<file path="src/hw/bsinit_pkg.sv">
// bootstrap init status and high-side/low-side coupling: shared constants and types
// assumes a 40 MHz system clock and a 16-bit register port with 10-bit addresses
package bsinit_pkg;

   localparam int          NUM_HS        = 5;
   localparam int          NUM_LS        = 7;
   localparam int          NUM_LINK_HS   = 2;

   localparam logic [9:0]  ADDR_STATUS   = 10'h1A5;
   localparam logic [9:0]  ADDR_COUPLING = 10'h1A6;

   // status register layout
   localparam int          TIMER_LSB     = 10;
   localparam int          RAISED_LSB    = 5;
   localparam int          PENDING_LSB   = 0;

   // coupling register layout, per high-side a byte
   localparam int          SEL_LSB_HS1   = 0;
   localparam int          OVR_BIT_HS1   = 7;
   localparam int          SEL_LSB_HS2   = 8;
   localparam int          OVR_BIT_HS2   = 15;

   localparam logic [15:0] COUPLING_RST  = 16'h7F7F;
   localparam logic [4:0]  PENDING_RST   = 5'h1F;
   localparam logic [4:0]  RAISED_RST    = 5'h00;
   localparam logic [5:0]  TIMER_RST     = 6'h00;
   localparam logic [5:0]  TIMER_FINAL   = 6'h34;

   // timing
   localparam longint      CLK_PERIOD_PS = 25000;
   localparam longint      STEP_TIME_PS  = 681250000;
   localparam longint      END_TIME_MS   = 36;
   localparam longint      STEP_CYCLES   = (STEP_TIME_PS + CLK_PERIOD_PS - 1) / CLK_PERIOD_PS;
   localparam longint      END_CYCLES    =
      (END_TIME_MS * 64'd1000000000 + CLK_PERIOD_PS - 1) / CLK_PERIOD_PS;

   // analog sense inputs of all high-side pre-drivers
   typedef struct packed {
      logic [NUM_HS-1:0] ready_cmp;
      logic [NUM_HS-1:0] clamp_on;
      logic [NUM_HS-1:0] src_below;
      logic [NUM_HS-1:0] hs_on;
   } bsinit_sense_t;

   typedef struct packed {
      logic        rd;
      logic        wr;
      logic [9:0]  addr;
      logic [15:0] wdata;
   } bsinit_req_t;

endpackage

</file>
<file path="src/hw/bsinit_top.sv">
// bootstrap initialization status register and hs1/hs2 low-side coupling register
// assumes sense inputs and register requests are synchronous to mclk
//
// Notes on behaviour
// - pending flag clears when capacitor charged
// - raised flag set when 1.0 V needed
// - timer field shows six MSBs, resets zero
// - flag pair encodes charge and threshold state
// - timer field zero until supply undervoltage first ends
// - field step one is about 0.68 ms
// - 100000 is 21.8 ms, 110011 34.7 ms
// - final 110100 at 36 ms, together with 1.0 V
// - link active when any selected low-side on
// - override forces link active to disabled level
// - coupling bit layout, override resets zero, lockable
// - one global timer starts after undervoltage, 36 ms
// - at end count, pending drivers raise threshold
// - init ends on charge, clamp, link, switch-on
`timescale 1ns/10ps
module bsinit_top #(
   parameter int unsigned STEP_CYC = 32'(bsinit_pkg::STEP_CYCLES),
   parameter int unsigned END_CYC  = 32'(bsinit_pkg::END_CYCLES)
) (
   input  wire logic                           mclk,
   input  wire logic                           rst_b,
   input  wire logic                           gate_supply_undervoltage,
   input  wire bsinit_pkg::bsinit_sense_t      sense,
   input  wire logic [bsinit_pkg::NUM_LS-1:0]  lowside_on,
   input  wire logic                           reg_lock,
   input  wire bsinit_pkg::bsinit_req_t        req,
   output logic [15:0]                         reg_rdata,
   output logic                                reg_rvalid,
   output logic [bsinit_pkg::NUM_LINK_HS-1:0]  lowside_link_active,
   output logic [bsinit_pkg::NUM_HS-1:0]       source_threshold_raised,
   output logic [bsinit_pkg::NUM_HS-1:0]       bootstrap_pending_flag,
   output logic [bsinit_pkg::NUM_HS-1:0]       threshold_1v_sel
);

   logic        started;
   logic        expired;
   logic [20:0] run_cnt;
   logic [19:0] step_cnt;
   logic [5:0]  timer_field;
   logic [15:0] coupling;
   logic [6:0]  sel [bsinit_pkg::NUM_LINK_HS];
   logic [bsinit_pkg::NUM_LINK_HS-1:0] ovr;
   logic [bsinit_pkg::NUM_HS-1:0]      link_term;
   logic [bsinit_pkg::NUM_HS-1:0]      init_end;
   logic        expiry_pulse;
   logic [15:0] next_rdata;

   assign sel[0] = coupling[bsinit_pkg::SEL_LSB_HS1 +: 7];
   assign sel[1] = coupling[bsinit_pkg::SEL_LSB_HS2 +: 7];
   assign ovr[0] = coupling[bsinit_pkg::OVR_BIT_HS1];
   assign ovr[1] = coupling[bsinit_pkg::OVR_BIT_HS2];

   // timer start latch: a later undervoltage does not restart it
   always_ff @(posedge mclk or negedge rst_b)
   begin
      if (!rst_b)
         started <= 1'b0;
      else if (!gate_supply_undervoltage)
         started <= 1'b1;
   end

   assign expiry_pulse = started && !expired && (run_cnt == 21'(END_CYC - 1));

   // global end-of-count counter
   always_ff @(posedge mclk or negedge rst_b)
   begin
      if (!rst_b)
      begin
         run_cnt <= '0;
         expired <= 1'b0;
      end
      else if (expiry_pulse)
         expired <= 1'b1;
      else if (started && !expired)
         run_cnt <= run_cnt + 21'h000001;
   end

   // visible six-bit field; stepping stops one code short of final, the
   // final code only follows the end count so it never shows before 1.0 V
   always_ff @(posedge mclk or negedge rst_b)
   begin
      if (!rst_b)
      begin
         step_cnt    <= '0;
         timer_field <= bsinit_pkg::TIMER_RST;
      end
      else if (expiry_pulse)
         timer_field <= bsinit_pkg::TIMER_FINAL;
      else if (started && timer_field < (bsinit_pkg::TIMER_FINAL - 6'h01))
      begin
         if (step_cnt == 20'(STEP_CYC - 1))
         begin
            step_cnt    <= '0;
            timer_field <= timer_field + 6'h01;
         end
         else
            step_cnt <= step_cnt + 20'h00001;
      end
   end

   // coupling register, writable only while unlocked
   always_ff @(posedge mclk or negedge rst_b)
   begin
      if (!rst_b)
         coupling <= bsinit_pkg::COUPLING_RST;
      else if (req.wr && !reg_lock && req.addr == bsinit_pkg::ADDR_COUPLING)
         coupling <= req.wdata;
   end

   // override forces the disabled (high) level, which also ends init
   generate
      for (genvar h = 0; h < bsinit_pkg::NUM_LINK_HS; h++)
      begin : g_link
         always_ff @(posedge mclk or negedge rst_b)
         begin
            if (!rst_b)
               lowside_link_active[h] <= 1'b0;
            else
               lowside_link_active[h] <= ovr[h] | (|(sel[h] & lowside_on));
         end
      end
   endgenerate

   assign link_term = {{(bsinit_pkg::NUM_HS - bsinit_pkg::NUM_LINK_HS){1'b0}},
                       lowside_link_active};

   // per high-side init state
   generate
      for (genvar i = 0; i < bsinit_pkg::NUM_HS; i++)
      begin : g_hs
         assign init_end[i] = (sense.ready_cmp[i] & sense.src_below[i])
                            | (sense.clamp_on[i] & sense.src_below[i])
                            | link_term[i] | sense.hs_on[i];

         always_ff @(posedge mclk or negedge rst_b)
         begin
            if (!rst_b)
               bootstrap_pending_flag[i] <= bsinit_pkg::PENDING_RST[i];
            else if (started && init_end[i])
               bootstrap_pending_flag[i] <= 1'b0;
         end

         // raised is sampled at the end count only for drivers still pending
         always_ff @(posedge mclk or negedge rst_b)
         begin
            if (!rst_b)
               source_threshold_raised[i] <= bsinit_pkg::RAISED_RST[i];
            else if (expiry_pulse && bootstrap_pending_flag[i])
               source_threshold_raised[i] <= 1'b1;
         end

         always_ff @(posedge mclk or negedge rst_b)
         begin
            if (!rst_b)
               threshold_1v_sel[i] <= 1'b0;
            else
               threshold_1v_sel[i] <= (expired | expiry_pulse) & bootstrap_pending_flag[i]
                                      & ~(started & init_end[i]);
         end
      end
   endgenerate

   always_comb
   begin
      next_rdata = 16'h0000;
      if (req.addr == bsinit_pkg::ADDR_STATUS)
      begin
         next_rdata[bsinit_pkg::TIMER_LSB +: 6]   = timer_field;
         next_rdata[bsinit_pkg::RAISED_LSB +: 5]  = source_threshold_raised;
         next_rdata[bsinit_pkg::PENDING_LSB +: 5] = bootstrap_pending_flag;
      end
      else if (req.addr == bsinit_pkg::ADDR_COUPLING)
         next_rdata = coupling;
   end

   always_ff @(posedge mclk or negedge rst_b)
   begin
      if (!rst_b)
      begin
         reg_rdata  <= 16'h0000;
         reg_rvalid <= 1'b0;
      end
      else
      begin
         reg_rvalid <= req.rd;
         if (req.rd)
            reg_rdata <= next_rdata;
      end
   end
endmodule // bsinit_top

</file>
<file path="config.mk">
export PLATFORM = sky130hd
export DESIGN_NAME = bsinit_top
export DESIGN_NICKNAME = d
export VERILOG_FILES = /design/src/hw/bsinit_pkg.sv /design/src/hw/bsinit_top.sv
export SDC_FILE = /design/constraint.sdc
export NUM_CORES = 1
export LEC_CHECK = 0
export BUFFER_PORTS_ARGS = -buffer_cell sky130_fd_sc_hd__clkbuf_2
export CELL_PAD_IN_SITES_DETAIL_PLACEMENT = 1
export CELL_PAD_IN_SITES_GLOBAL_PLACEMENT = 1
export CORE_MARGIN = 2
export CORE_UTILIZATION = 40
export CTS_CLUSTER_SIZE = 12
export DETAILED_ROUTE_END_ITERATION = 6
export PLACE_DENSITY = 0.76
export SETUP_SLACK_MARGIN = 0.1
export SYNTH_ARGS = -nofsm -noshare
export SYNTH_HDL_FRONTEND = slang
export SYNTH_SLANG_ARGS = --single-unit
</file>
<file path="constraint.sdc">
create_clock -name mclk -period 2.7 [get_ports mclk]
set_input_delay 0.27 -clock mclk [delete_from_list [all_inputs] [get_ports mclk]]
set_output_delay 0.27 -clock mclk [all_outputs]
set_load 0.1 [all_outputs]
</file>
# Yosys cells after proc, flatten, opt, wreduce, memory -nomap -nowiden
# Index checks and enable logic that the tools add are counted.
# classes
mux	6
div_mod_pow	0
bitwise_logic	48
shifts	0
n_reduce_logical	24
addsub	3
eq_ne	4
order_cmp	1
multipliers	0
# op_table
operator	count
$mux 16	2
$and 1x1->1	25
$add 21x1->21 const B	1
$eq 21x21->1 const B	1
$add 20x1->20 const B	1
$eq 10x9->1 const B	2
$eq 20x15->1 const B	1
$mux 20	1
$mux 6	3
$logic_and 1x1->1	15
$or 1x1->1	15
$and 7x7->7	2
$reduce_or 7->1	2
$add 6x1->6 const B	1
$lt 6x6->1 const B	1
$not 1->1	6
$reduce_and 2->1	3
$reduce_bool 2->1	2
$logic_not 1->1	2
# totals
latch_bits	0
input_bits	59
romBits	0
wordCells	111
mem_bits_rw	0
mem_count	0
ff_bits	99

# Longest topological paths before layout
# depth
depth_word	7
mapped_depth	8
depth_no_buf	6

# Worst setup path before layout
# OpenSTA, ideal clock, no wires.
# synth_path
path_kind	reg-to-reg
from	register step_cnt[8]
to	register step_cnt[10]
stages_incl_launch_ff	8
arrival_time_ns	2.006
t_required_ns	2.579
setup_slack_ns	0.573
path_cell_list	dfrtp_1 clkbuf_2 or4b_1 nor4_4 and2_1 buf_6 o21ai_1 a22o_1
# synth_between
elab_chain_cells	2
# synth_lines
item	line_no	rtl
start: declaration	bsinit_top.sv:42	logic [19:0] step_cnt;
start signal: assignment	bsinit_top.sv:101	step_cnt <= step_cnt + 20'h00001;
$add 20x1->20 or $eq 20x15->1 (tied branches)	bsinit_top.sv:101, bsinit_top.sv:95	
$mux 20 *	bsinit_top.sv:95	if (step_cnt == 20'(STEP_CYC - 1))
# Mark *: on every way between the ends. The rest lies on a longest branch, timed or not.
# A chain may end at the register's enable or synchronous reset.

# Worst setup path in the final report
# layout_path
from	register step_cnt[7]
to	register step_cnt[11]
# Same word-level chain as after synthesis.

==> results.yml <==
clocking:
  clock_insertion_delay_worst_skew_ns: 0.35
  tritoncts_clock_tree: "built"
  cts_setup_buffers: 0
  clkSlewWorstSetupHoldPaths_ns: 0.07
  cts.path.max_buffers: 2
  clk_root_buffer_cell: "sky130_fd_sc_hd__clkbuf_16"
  clkSinkCount: 99
  cts.htree.levels: 3
  cts_inserted_buffers: 9
power_and_ir_drop:
  p_int_mw: 2.60
  switchingPower_mw: 1.03
  p_leak_nw: 2.64
  power.density_nw_per_um2: 650
  p_comb_frac: 0.147
  worst_ir_drop_vdd_v: 0.000328
  power.sequential.fraction: 0.477
  switching_share: 0.284
  clock_power_share: 0.375
yosys:
  synthesized_instance_count: 416
  mappedNetlistArea_um2: 4590
  total_nets_after_synthesis: 479
  ys_ff_latch: 99
  yosysTopAreaCell: "sky130_fd_sc_hd__dfrtp_1"
  ys.warnings.count: 0
  synth_edf_count: 0
  netlist_top_cells_area: "sky130_fd_sc_hd__dfrtp_1, sky130_fd_sc_hd__dfstp_2, sky130_fd_sc_hd__mux2_2"
  synth.avg_cell_area_um2: 11.0
  yosys_most_used_dff: "sky130_fd_sc_hd__dfrtp_1"
  synth-seq-area-share: 0.545
  area_share_of_the_largest_cell_type_after_synthesis: 0.436
  post_synth_most_frequent_cells: "sky130_fd_sc_hd__dfrtp_1, sky130_fd_sc_hd__nor2_1, sky130_fd_sc_hd__a21oi_1"
  post_synth_num_cell_types: 54
  fraction_of_registers_with_async_set_or_reset_after_synthesis: 1.00
  yosys.cell_count.top_type: "sky130_fd_sc_hd__dfrtp_1"
routing:
  detail_route.wl_per_cell_um: 18.3
  drc_errors: 0
  num_vias: 3776
  firstDrtPassIters: 4
  finalWirelength_mm: 12.3
  routed_via_density: 5.65
  route.antenna.remaining_nets: 0
  detailedRoute.firstIterationViolations: 145
finish:
  share_of_layout_cells_above_drive_strength_1: 0.301
  diodes: 0
  nNetsFinal: 583
  post_layout_instance_area_um2: 5590
  finish.utilization: 0.494
  fin_cells: 668
  synthToLayoutAreaGrowth_pct: 21.9
timing:
  layout_worst_path_cycle_share: 0.829
  final-hold-violation-count: 0
  finalSetupTns_ns: 0
  slew_headroom: 0.558
  clock-skew-final_ns: 0.00970
  worst-slew-pin-transition_ns: 0.659
  timing.final.max_slew_violations: 0
  setup_slack_ns: 0.461
  fmaxAchievable_mhz: 447
  rsz_0062_raised_after_global_routing: "false"
  setup_violations: 0
  fin_crit_ns: 2.24
setup_path:
  worst_ep_required_time_ns: 2.94
  crit_family: "simple AND/OR/NAND/NOR gates"
  cp_data_arrival_time_ns: 2.48
  endpoint_kind: "register"
  critical_path.reg2reg.startpoint: "step_cnt[7]"
  crit_fanout: 10
  timing_worst_setup_path_type: "reg2reg"
  cp-start-kind: "register"
  critPathBufInv: 0
  cp_cell_sequence: "or4b_4 -> nor4_4 -> and2_1 -> o21ai_1 -> a22o_1"
  cp_slowest_stage_delay_ns: 0.54
  crit_start: "step_cnt[7]"
  slowest_cell_on_the_critical_path: "sky130_fd_sc_hd__or4b_4"
placement:
  place.port_buffers: 92
  placed_cells_incl_taps: 651
  pre_cts_slack_ns: 0.478
  post-dp-hpwl_mm: 8.64
  globalplace.congestion: 0.865
  place_area_um2: 5270
flow_run:
  maxCapViolCount: 0
global_routing:
  grt_first_pass_wirelength_mm: 20.3
  grt_overflow: 0
  track_usage: 0.206
  largest_net_degree_at_the_start_of_global_routing: 51
  number_of_antenna_violations_at_the_first_check_in_global_routing: 0
  global_route.usage.met2: 0.341
  grt.busiest_layer: "met2"
  use_met1: 0.273
  via_count_of_the_first_global_routing_pass: 3938
  grt.met3_usage: 0.0366
floorplan:
  io_pins: 93
  die_area_um2: 12300
  core_box_area_um2: 11300
  core.rowCount: 39
  floorplan.die.width_um: 111
  die_h_um: 111
  start_util: 0.405
outcome:
  run_status: "finished clean"
worst_hold_path:
  worstHoldStart: "gate_supply_undervoltage"
  hold_path.class: "in2reg"
[stage by stage]
step / power, mW / hold slack, ns
2_1_floorplan: 2.10 / -0.0256
3_3_place_gp: 2.27 / 0.334
3_5_place_dp: 2.30 / 0.334
4_1_cts: 3.68 / 0.0877
5_1_grt: 3.80 / 0.115
6_report: 3.64 / 0.0972
[repair_timing]
action | 4_1_cts | 5_1_grt
endpoints found under the hold margin | 32 | 0
hold buffers | 1 | 0
resized for setup | 0 | 0
endpoints found under the setup margin | 0 | 0
[path summary, 6_finish.rpt]
kind / end / slack (ns) / cells after the start
max: step_cnt[11] / 0.46 / 5
min reg2reg: run_cnt[20] / 0.46 / 1
max reg2reg: step_cnt[11] / 0.46 / 5
min: started / 0.1 / 2
max in group asynchronous: coupling[12] / 1.43 / 3
min in group asynchronous: reg_rdata[9] / 0.48 / 2
[cells by family (layout without fill, tap and decap cells)]
kind of cell	Yosys count	after routing	share of synthesized area
adder cells (fa/ha/maj)	4	4	0.0109
AO/OA/AOI/OAI	98	98	0.143
multiplexers	19	19	0.0464
XOR/XNOR	26	26	0.0496
buffers and inverters	18	127	0.0169
AND/OR/NAND/NOR	152	152	0.188
flip-flops	99	99	0.545
[power by group through the flow]
stage	Combinational [mW]	Sequential [mW]	Clock, mW
after detailed placement	0.541	1.76	0
after global placement	0.520	1.75	0
after global routing	0.593	1.76	1.45
final	0.536	1.74	1.36
after floorplan	0.242	1.86	0
after CTS	0.546	1.73	1.40
[cells in the final DEF (no fill, tap or decap), drive strengths merged, types with 2 or more instances in the layout]
cell    synthesis  final
inv             6      6
nand3          20     20
bufinv          0      2
clkbuf         10    103
nor3            6      6
nor4            4      4
o41ai           2      2
or4             2      2
or4b            3      3
o21ai          21     21
dfrtp          80     80
xor2            8      8
dfstp          19     19
nor4bb          3      3
a221oi          2      2
o31ai           3      3
xnor2          18     18
a211oi          2      2
nor2           36     36
buf             2     13
and2            7      7
a22o            7      7
a21boi          3      3
a21oi          24     24
o21a            3      3
and3           14     14
mux2           18     18
a21o            8      8
nand2b          2      2
and4            8      8
nand2          18     18
nand4          15     15
ha              4      4
a22oi          19     19
nor3b           3      3
nor2b           7      7
[registers in the layout (all words and copies together), names as in the netlist]
name / cells
source_threshold_raised: 5
coupling: 16
started: 1
threshold_1v_sel: 5
step_cnt: 20
reg_rvalid: 1
bootstrap_pending_flag: 5
lowside_link_active: 2
expired: 1
run_cnt: 21
timer_field: 6
reg_rdata: 16
[worst register-to-register path, cell delays in order, from the launching register on]
cell	delay, ns
sky130_fd_sc_hd__dfrtp_1	0.48
sky130_fd_sc_hd__or4b_4	0.54
sky130_fd_sc_hd__nor4_4	0.30
sky130_fd_sc_hd__and2_1	0.43
sky130_fd_sc_hd__o21ai_1	0.13
sky130_fd_sc_hd__a22o_1	0.24
[layout make-up]
type / count / area (um2)
fillers: 1271 / 5730
flip-flops and latches: 99 / 2500
multi-input cells: 299 / 2010
repair buffers: 105 / 563
clock buffers: 12 / 236
well taps: 143 / 179
clock inverters: 4 / 76.3
inverters: 6 / 22.5
[layer usage]
metal,share of wire,wire (um)
met5,0,0
met4,0.014,169
met3,0.059,727
met2,0.49,6010
met1,0.44,5340
Note: power is estimated with default switching activity, not from simulation.
